**src/hdl/mlsr_defines.svh**
```systemverilog
// constants for the multi-lane static shift register
`ifndef MLSR_DEFINES_SVH
`define MLSR_DEFINES_SVH
// ************************************************************
// lane geometry
// ************************************************************
`define MLSR_SHORT_LEN  4
`define MLSR_LONG_LEN   5
`define MLSR_LANES      4
// ************************************************************
// lane bit positions inside a captured input word
// ************************************************************
`define MLSR_BIT_A      0
`define MLSR_BIT_B      1
`define MLSR_BIT_C      2
`define MLSR_BIT_D      3
// ************************************************************
// buffering and reset values
// ************************************************************
`define MLSR_FIFO_DEPTH 16
`define MLSR_LANE_RST   5'h0_0
`define MLSR_SYNC_RST   4'h0
`endif

```
**src/hdl/mlsr_pkg.sv**
```systemverilog
// types shared by the multi-lane static shift register
`include "mlsr_defines.svh"
package mlsr_pkg;
  // one sampled bit per lane, lane a in bit 0
  typedef logic [`MLSR_LANES-1:0]     mlsr_word_t;
  // storage of a short and of a long lane
  typedef logic [`MLSR_SHORT_LEN-1:0] mlsr_short_t;
  typedef logic [`MLSR_LONG_LEN-1:0]  mlsr_long_t;
endpackage

```
**src/hdl/mlsr_top.sv**
```systemverilog
// multi-lane static shift register with input sample buffer
//
// Notes on behaviour
// - two four-stage and two five-stage lanes
// - one shared shift clock drives all lanes
// - shift only on falling shift clock edge
// - each lane loads its serial input first
// - bits move one stage, last is dropped
// - short lanes show their final stage
// - long lanes show fourth and fifth stages
`timescale 1ns/1ps
`default_nettype none
`include "mlsr_defines.svh"

// ************************************************************
// sample buffer
// ************************************************************
module mlsr_fifo #(
  parameter int WIDTH = `MLSR_LANES,
  parameter int DEPTH = `MLSR_FIFO_DEPTH
) (
  // clock and reset
  input  wire logic             i_clk_sys,
  input  wire logic             i_rst,
  // filling side
  input  wire logic             i_in_valid,
  input  wire logic [WIDTH-1:0] i_in_data,
  output logic                  o_in_ready,
  // draining side
  output logic                  o_out_valid,
  output logic      [WIDTH-1:0] o_out_data,
  input  wire logic             i_out_ready
);
  localparam int AW = $clog2(DEPTH);

  logic [WIDTH-1:0] mem [DEPTH];
  logic [AW-1:0]    wr_ptr;
  logic [AW-1:0]    rd_ptr;
  logic [AW:0]      count;
  logic [AW:0]      next_count;
  logic             push;
  logic             pop;

  // handshakes on both sides
  assign push = i_in_valid && o_in_ready;
  assign pop  = o_out_valid && i_out_ready;
  assign o_out_data = mem[rd_ptr];

  // occupancy after this cycle
  always_comb begin
    next_count = count;
    if (push && !pop) begin
      next_count = count + (AW+1)'(1);
    end else if (pop && !push) begin
      next_count = count - (AW+1)'(1);
    end
  end

  // storage write
  always_ff @(posedge i_clk_sys) begin
    if (push) begin
      mem[wr_ptr] <= i_in_data;
    end
  end

  // pointers wrap at the depth
  always_ff @(posedge i_clk_sys or posedge i_rst) begin
    if (i_rst) begin
      wr_ptr <= '0;
      rd_ptr <= '0;
    end else begin
      if (push) begin
        wr_ptr <= (wr_ptr == AW'(DEPTH-1)) ? '0 : wr_ptr + AW'(1);
      end
      if (pop) begin
        rd_ptr <= (rd_ptr == AW'(DEPTH-1)) ? '0 : rd_ptr + AW'(1);
      end
    end
  end

  // count and registered full and empty flags
  always_ff @(posedge i_clk_sys or posedge i_rst) begin
    if (i_rst) begin
      count       <= '0;
      o_in_ready  <= 1'b0;
      o_out_valid <= 1'b0;
    end else begin
      count       <= next_count;
      o_in_ready  <= (next_count != (AW+1)'(DEPTH));
      o_out_valid <= (next_count != '0);
    end
  end
endmodule

// ************************************************************
// shift lanes
// ************************************************************
module mlsr_top (
  // clock and reset
  input  wire logic i_clk_sys,
  input  wire logic i_rst,
  // shared shift clock pin, shifts on its falling edge
  input  wire logic i_shift_clock_n,
  // serial data pins
  input  wire logic i_lane_a_serial_in,
  input  wire logic i_lane_b_serial_in,
  input  wire logic i_lane_c_serial_in,
  input  wire logic i_lane_d_serial_in,
  // stall of the shift engine
  input  wire logic i_shift_hold,
  // taps
  output logic      o_lane_a_last_out,
  output logic      o_lane_b_last_out,
  output logic      o_lane_c_fourth_tap,
  output logic      o_lane_c_fifth_tap,
  output logic      o_lane_d_fourth_tap,
  output logic      o_lane_d_fifth_tap,
  // buffer can take another edge sample
  output logic      o_sample_ready
);
  localparam int SL = `MLSR_SHORT_LEN;
  localparam int LL = `MLSR_LONG_LEN;

  logic                sclk_meta;
  logic                sclk_sync;
  logic                sclk_prev;
  mlsr_pkg::mlsr_word_t din_meta;
  mlsr_pkg::mlsr_word_t din_sync;
  logic                fall;
  logic                fifo_ready;
  logic                word_valid;
  mlsr_pkg::mlsr_word_t word;
  logic                pop;
  mlsr_pkg::mlsr_short_t lane_a;
  mlsr_pkg::mlsr_short_t lane_b;
  mlsr_pkg::mlsr_long_t  lane_c;
  mlsr_pkg::mlsr_long_t  lane_d;

  // one stage advance: new bit in low end, top bit dropped
  function automatic mlsr_pkg::mlsr_long_t shift_in(
    input mlsr_pkg::mlsr_long_t v,
    input logic                 b
  );
    shift_in = {v[LL-2:0], b};
  endfunction

  // two-flop synchronisers for pins
  always_ff @(posedge i_clk_sys or posedge i_rst) begin
    if (i_rst) begin
      sclk_meta <= 1'b0;
      sclk_sync <= 1'b0;
      din_meta  <= `MLSR_SYNC_RST;
      din_sync  <= `MLSR_SYNC_RST;
    end else begin
      sclk_meta <= i_shift_clock_n;
      sclk_sync <= sclk_meta;
      din_meta  <= {i_lane_d_serial_in, i_lane_c_serial_in,
                    i_lane_b_serial_in, i_lane_a_serial_in};
      din_sync  <= din_meta;
    end
  end

  // edge history of the synchronised shift clock
  always_ff @(posedge i_clk_sys or posedge i_rst) begin
    if (i_rst) begin
      sclk_prev <= 1'b0;
    end else begin
      sclk_prev <= sclk_sync;
    end
  end

  // only a high-to-low transition samples the lanes
  assign fall = sclk_prev && !sclk_sync;

  // edge samples queue up until the engine takes them
  mlsr_fifo #(
    .WIDTH (`MLSR_LANES),
    .DEPTH (`MLSR_FIFO_DEPTH)
  ) u_fifo (
    .i_clk_sys   (i_clk_sys),
    .i_rst       (i_rst),
    .i_in_valid  (fall),
    .i_in_data   (din_sync),
    .o_in_ready  (fifo_ready),
    .o_out_valid (word_valid),
    .o_out_data  (word),
    .i_out_ready (!i_shift_hold)
  );

  // one popped sample advances every lane at once
  assign pop = word_valid && !i_shift_hold;

  // lane storage; cleared only so outputs start known
  always_ff @(posedge i_clk_sys or posedge i_rst) begin
    if (i_rst) begin
      lane_a <= SL'(`MLSR_LANE_RST);
      lane_b <= SL'(`MLSR_LANE_RST);
      lane_c <= `MLSR_LANE_RST;
      lane_d <= `MLSR_LANE_RST;
    end else if (pop) begin
      // serial input enters first stage, rest moves on
      lane_a <= SL'(shift_in(LL'(lane_a), word[`MLSR_BIT_A]));
      lane_b <= SL'(shift_in(LL'(lane_b), word[`MLSR_BIT_B]));
      lane_c <= shift_in(lane_c, word[`MLSR_BIT_C]);
      lane_d <= shift_in(lane_d, word[`MLSR_BIT_D]);
    end
  end

  // taps straight from lane flops
  assign o_lane_a_last_out   = lane_a[SL-1];
  assign o_lane_b_last_out   = lane_b[SL-1];
  assign o_lane_c_fourth_tap = lane_c[LL-2];
  assign o_lane_c_fifth_tap  = lane_c[LL-1];
  assign o_lane_d_fourth_tap = lane_d[LL-2];
  assign o_lane_d_fifth_tap  = lane_d[LL-1];
  assign o_sample_ready      = fifo_ready;
endmodule
`default_nettype wire

```
**config.mk**
```make
export PLATFORM = sky130hd
export DESIGN_NAME = mlsr_top
export DESIGN_NICKNAME = d
export VERILOG_FILES = /design/src/hdl/mlsr_pkg.sv /design/src/hdl/mlsr_top.sv
export VERILOG_INCLUDE_DIRS = /design/src /design/src/hdl
export SDC_FILE = /design/constraint.sdc
export NUM_CORES = 1
export LEC_CHECK = 0
export ABC_AREA = 0
export BUFFER_PORTS_ARGS = -buffer_cell sky130_fd_sc_hd__clkbuf_2
export CAP_MARGIN = 20
export CORE_MARGIN = 2
export CORE_UTILIZATION = 25
export CTS_CLUSTER_SIZE = 8
export DETAILED_ROUTE_END_ITERATION = 6
export PLACE_DENSITY = 0.5
export SETUP_SLACK_MARGIN = 0.4
export SLEW_MARGIN = 20
export SYNTH_ARGS = -nofsm -noshare
export SYNTH_HDL_FRONTEND = slang
export SYNTH_HIERARCHICAL = 1
export SYNTH_SLANG_ARGS = --single-unit
```
**constraint.sdc**
```tcl
create_clock -name i_clk_sys -period 3.9 [get_ports i_clk_sys]
set_input_delay 0.39 -clock i_clk_sys [delete_from_list [all_inputs] [get_ports i_clk_sys]]
set_output_delay 0.39 -clock i_clk_sys [all_outputs]
set_load 0.005 [all_outputs]
```
==> results of run 1 <==
area by class of cell:
type / instances / area, sq um / share of cell area, %
flip-flops and latches: 108 / 3023 / 61.09
multi-input cells: 136 / 1260 / 25.46
well taps: 225 / 281.5 / 5.689
clock buffers: 13 / 250.2 / 5.057
repair buffers: 15 / 77.57 / 1.568
inverters: 9 / 33.78 / 0.6827
clock inverters: 3 / 22.52 / 0.4551
synth_stat cells:
master    count  area (sq um)
a211oi_1      5         37.54
a21o_1        1         7.510
a21oi_1       7         35.03
a22oi_1       1         7.510
a311oi_1      1         8.760
a31oi_1       1         6.260
and2_1       15         93.84
and3_1        5         31.28
buf_12        1         20.02
buf_2         3         15.01
buf_4         1         7.510
buf_6         2         22.52
clkbuf_1      2         7.510
clkbuf_4      2         15.01
dfrtp_1      44          1101
edfxtp_1     64          1922
ha_1          7         87.58
inv_1         9         33.78
mux2_2        8         90.09
mux2_4       10         150.1
mux2i_1       4         40.04
mux4_2       16         360.4
nand2_1      13         48.80
nand2b_4      1         13.76
nand3_1       7         35.03
nand4_1       1         6.260
nor2_1        6         22.52
nor2b_1       5         31.28
nor3_1        4         20.02
nor3b_1       1         7.510
nor4_1        1         6.260
nor4b_1       1         8.760
o211ai_1      1         7.510
o21ai_0       6         30.03
o31ai_1       1         7.510
or3_1         1         6.260
xnor2_1       4         35.03
xor2_1        2         17.52
where the power goes:
part | total [mW] | internal, mW | leakage (nW) | switching [mW]
Combinational | 0.791 | 0.457 | 0.594 | 0.334
Clock | 0.832 | 0.453 | 0.134 | 0.380
Sequential | 1.67 | 1.42 | 1.09 | 0.256
kinds of logic after synthesis:
kind of cell,after synthesis
muxes,38
xor gates and xnor gates,6
and+or+nand+nor,61
DFF,108
AOI/OAI and AO/OA,24
adders and majority gates,7
buffers and inverters,20
registers in the layout, indices dropped and copies added, names as in the netlist, 5 cells and up:
name and count:
lane_c 5, lane_d 5, u_fifo/count 5, u_fifo/mem 64
routing by layer:
layer	global-route usage (%)	up-vias	share of wire (%)
met1	12.64	1115	47
met4	2.894	0	1.8
met2	14.14	34	48
li1	-	1010	-
met5	0	-	0
met3	2.815	10	3.8
critical path, stage by stage (launching register included):
cell and delay [ns]:
dfrtp_1 0.70, mux4_2 0.57, nor2b_1 0.15, a211oi_1 0.40, a21oi_1 0.08, mux2_2 0.27
layout by cell type (no fill, tap or decap), types with 7 or more instances in the layout:
master / count
a21oi_1: 7
nand3_1: 7
mux2_2: 8
dfrtp_1: 44
and2_1: 15
nand2_1: 13
inv_1: 8
edfxtp_1: 64
ha_1: 7
mux4_2: 16
clkbuf_16: 9
clkbuf_2: 14
mux2_4: 10
stage by stage:
step	utilization [%]	power [mW]
2_1_floorplan	-	2.281
3_3_place_gp	27.13	2.486
3_5_place_dp	27.13	2.499
4_1_cts	28.71	3.344
5_1_grt	28.71	3.494
6_report	28.71	3.296
path summary, 6_finish.rpt:
path,start,to
worst max register to register,u_fifo/rd_ptr[0],lane_b[0]
worst min register to register,din_meta[3],din_sync[3]
worst max-delay path,u_fifo/rd_ptr[0],lane_b[0]
max in group asynchronous,i_rst,u_fifo/wr_ptr[0]
min in group i_clk_sys,i_lane_b_serial_in,din_meta[1]
worst min-delay path,i_rst,lane_c[0]
==> metrics.yaml, run 1 <==
yosysSeqAreaShare_pct: 68.64
period_needed_ns: 2.292
synthXorXnorAreaFrac_pct: 1.193
hold-worst-slack_ns: 0.1148
final-max-slew-violation-count: 0
yosys_register_bits: 108
max_freq_mhz: 436.2
clk_latency_ns: 0.34
nFillCells: 1704
rr_worst_depth: 5
hp-class: "in -> async"
slew_headroom_pct: 48.58
path_class: "reg -> reg"
cp_max_fo: 9
max_slew.worst_pin.slew_ns: 0.7713
synth-compound-area-share_pct: 3.352
hold_viol: 0
dpl_worst_slack_ns: 1.591
drive_gt1_share_pct: 22.54
die-height_microns: 136.7
cts_num_sinks: 108
place.gp.congestion: 0.7189
synth_fa_ha_area_share_pct: 1.989
cts_max_level: 3
irDropWorstVdd_mv: 0.2693
worstPathRequired_ns: 4.12
maxCapViolCount: 0
syn_inst: 264
die_width_microns: 136.7
clk_path_buf_depth: 2
r2r_setup_slack_ns: 1.61
antenna_found_initial: 0
p_leak_nw: 1.820
routedWlPerCell_microns: 16.05
fin_ws_ns: 1.608
dp_hpwl_microns: 5635
area_growth_pct: 12.36
num_antenna_cells: 0
critPathCaptureType: "flip-flop"
worstSetupStartpointType: "flip-flop"
arrival_ns: 2.51
min_period_over_period_pct: 58.78
cts_setup_buffers: 0
drcViolationCount: 0
vias: 2169
initial_core_util_pct: 25.55
status: "complete, no violations"
fin_setup_tns_ns: 0
syn-num-nets: 279
cts_resized: 0
synth_top_family_by_area: "multiplexers"
grt_start_max_net_pins: 30
cts_tree: "built"
stdcell_area_sq_mm: 0.004949
rows: 48
final_nets: 294
core_sq_mm: 0.01724
power-per-cell-area_mw_per_mm2: 666.0
fin_worst_skew_ns: 0.006477
clk_pin_slew_ns: 0.07
instances_no_fill: 509
boundaryPins: 15
drt_iter0_drc: 174
firstDrtPassIters: 4
wl_microns: 8167
antenna_left: 0
place_area_sq_mm: 0.004676
syn_area_per_cell_sq_um: 16.68
grt_pass1_vias: 2188
numCtsBuffers: 9
placedCellCount: 493
yosys.area_share.simple_pct: 7.528
setup_viol: 0
cts-root-buf: "clkbuf_16"
drt-vias-per-instance: 4.261
overflow: 0
design.die.area_sq_mm: 0.01870
synthDistinctLibCells: 38
ys_warn_count: 6
syn-cell-area_sq_mm: 0.004404
hold_buffers: 0
synthMuxAreaShare_pct: 14.55
grt_use_total_pct: 9.267
rsz0062_at_grt: "no"
io_buffers: 14
grt_pass1_wl_microns: 12660
Note: power is estimated with default switching activity, not from simulation.
==> inputs of run 2 (changes only) <==
- PLACE_DENSITY: 0.5 -> 0.51
- clock period: 3.9 -> 1.85 ns (I/O delays scaled with it)
==> metrics.yaml, run 2 (synthesis results as in run 1) <==
status: "complete, but fails checks"
violations: "negative setup slack"
p_total_mw: 7.934  # +140%
arrival_ns: 2.16  # -0.35 ns
dpl_worst_slack_ns: -0.07465  # -1.666 ns
cts_tree: "built"
num_antenna_cells: 0  # unchanged
cp_max_fo: 7  # -2
period_needed_ns: 1.933  # -0.3595 ns
die-height_microns: 136.7  # unchanged
min_period_over_period_pct: 104.5  # +46 points
firstDrtPassIters: 4  # unchanged
maxCapViolCount: 0  # unchanged
hp-class: "in -> async"
placedCellCount: 507  # +2.8%
numCtsBuffers: 9  # unchanged
p_leak_nw: 2.070  # +14%
path_class: "reg -> reg"
nFillCells: 1647  # -3.3%
area_growth_pct: 26.93
grt_start_max_net_pins: 27  # -10%
rsz0062_at_grt: "yes"
path_cells: "buf_12, buf_6, mux4_2, nor2b_1, a211oi_2, a21oi_1, mux2_4"
clk_path_buf_depth: 2  # unchanged
mostFrequentLayoutCells: "edfxtp_1, dfrtp_1, buf_4"
core_sq_mm: 0.01724  # unchanged
cts_num_sinks: 108  # unchanged
initial_core_util_pct: 25.55  # unchanged
hold_viol: 0  # unchanged
clk_latency_ns: 0.34  # about the same
grt_use_total_pct: 9.485  # +0.22 points
crit_slowest_cell: "mux4_2"
fin_setup_tns_ns: -0.2342  # -0.2342 ns
largest_register: "u_fifo/mem"
crit_path_max_incr_delay_ns: 0.47  # -0.23 ns
worstPathRequired_ns: 2.08  # -2.04 ns
drcViolationCount: 0  # unchanged
grt_pass1_vias: 2363  # +8.0%
critPathCaptureType: "flip-flop"
max_slew.worst_pin.slew_ns: 0.6274  # -0.1440 ns
worstSetupStartpointType: "flip-flop"
antenna_found_initial: 0  # unchanged
clk_pin_slew_ns: 0.07  # about the same
cts_max_level: 3  # unchanged
cp_num_buf_inv: 2  # +2
largest_reg_flops: 64  # unchanged
design.die.area_sq_mm: 0.01870  # unchanged
grt_pass1_wl_microns: 13280  # +4.8%
final_nets: 326  # +11%
place.gp.congestion: 0.7136  # -0.74%
final-max-slew-violation-count: 0  # unchanged
boundaryPins: 15  # unchanged
die_width_microns: 136.7  # unchanged
dp_hpwl_microns: 5568  # -1.2%
slew_headroom_pct: 58.13  # +9.6 points
drt-vias-per-instance: 4.274  # +0.29%
routedWlPerCell_microns: 15.90  # -0.90%
final_common_cell: "edfxtp_1"
fin_util_pct: 32.43  # +3.7 points
power-per-cell-area_mw_per_mm2: 1419  # +110%
overflow: 0  # unchanged
wl_microns: 8602  # +5.3%
irDropWorstVdd_mv: 0.5161  # +92%
max_freq_mhz: 517.4  # +19%
io_buffers: 14  # unchanged
instances_no_fill: 541  # +6.3%
rows: 48  # unchanged
fin_ws_ns: -0.08279  # -1.691 ns
cp_top_family: "multiplexers"
drt_iter0_drc: 149  # -14%
vias: 2312  # +6.6%
setup_viol: 4  # +4
antenna_left: 0  # unchanged
cts-root-buf: "clkbuf_16"
drive_gt1_share_pct: 44.94  # +22 points
fin_worst_skew_ns: 0.01213  # +0.005658 ns
[run 2: cell count changes in the layout (fill, tap and decap cells not counted), sizes merged]
cell,change
clkinv,-2
inv,+2
buf,+26
dlygate4sd3,+6
clkbuf,-2
clkinvlp,+2
[run 2: final cells by class]
class,count,area [sq um],share of cell area (%)
Tap cell,225,281.5,5.036
Clock buffer,11,254.0,4.543
Multi-Input combinational cell,136,1562,27.93
Sequential cell,108,3024,54.10
Timing Repair Buffer,47,391.6,7.005
Inverter,9,33.78,0.6043
Clock inverter,5,43.79,0.7833
[run 2: stage by stage]
step,hold slack [ns],instance area [sq um]
2_1_floorplan,0.08648,4448
3_5_place_dp,0.05930,4841
4_1_cts,0.2515,5404
6_report,0.2683,5590
5_1_grt,0.2883,5590
3_3_place_gp,0.05406,4841
[run 2: worst paths after layout]
path                       slack, ns  cells past startpoint              from         endpoint
max                            -0.08                      7  u_fifo/rd_ptr[0]        lane_c[0]
min                             0.27                      3             i_rst        sclk_meta
max reg2reg                    -0.08                      7  u_fifo/rd_ptr[0]        lane_c[0]
min reg2reg                     0.35                      0         sclk_meta        sclk_sync
max in group asynchronous       0.94                      3             i_rst  u_fifo/count[0]
min in group i_clk_sys          0.35                      0         sclk_meta        sclk_sync
[run 2: what timing repair did]
action                                  4_1_cts  5_1_grt
gates resized for setup                      50       30
endpoints found under the setup margin       75       68
pin swaps                                     6        4
setup buffers                                 7        5
gates cloned                                  0        0
hold buffers                                  6        0
endpoints found under the hold margin        23        0
[run 2: tightest hold or removal path, delay by kind of cell]
kind | cells | cell delay [ns]
buf+inv | 3 | 0.77
[run 2: routing by layer]
layer / GRT usage (%) / share of wire [%]
met2: 15.83 / 52
met1: 12.10 / 46
met5: 0 / 0
met4: 3.183 / 0.66
met3: 2.222 / 1.9
[run 2: power by group]
group,total [mW],leakage (nW),switching (mW),internal (mW)
clock network,1.88,0.139,0.870,1.01
registers,3.46,1.09,0.473,2.99
logic,2.59,0.840,1.13,1.46
total,7.93,2.07,2.47,5.46
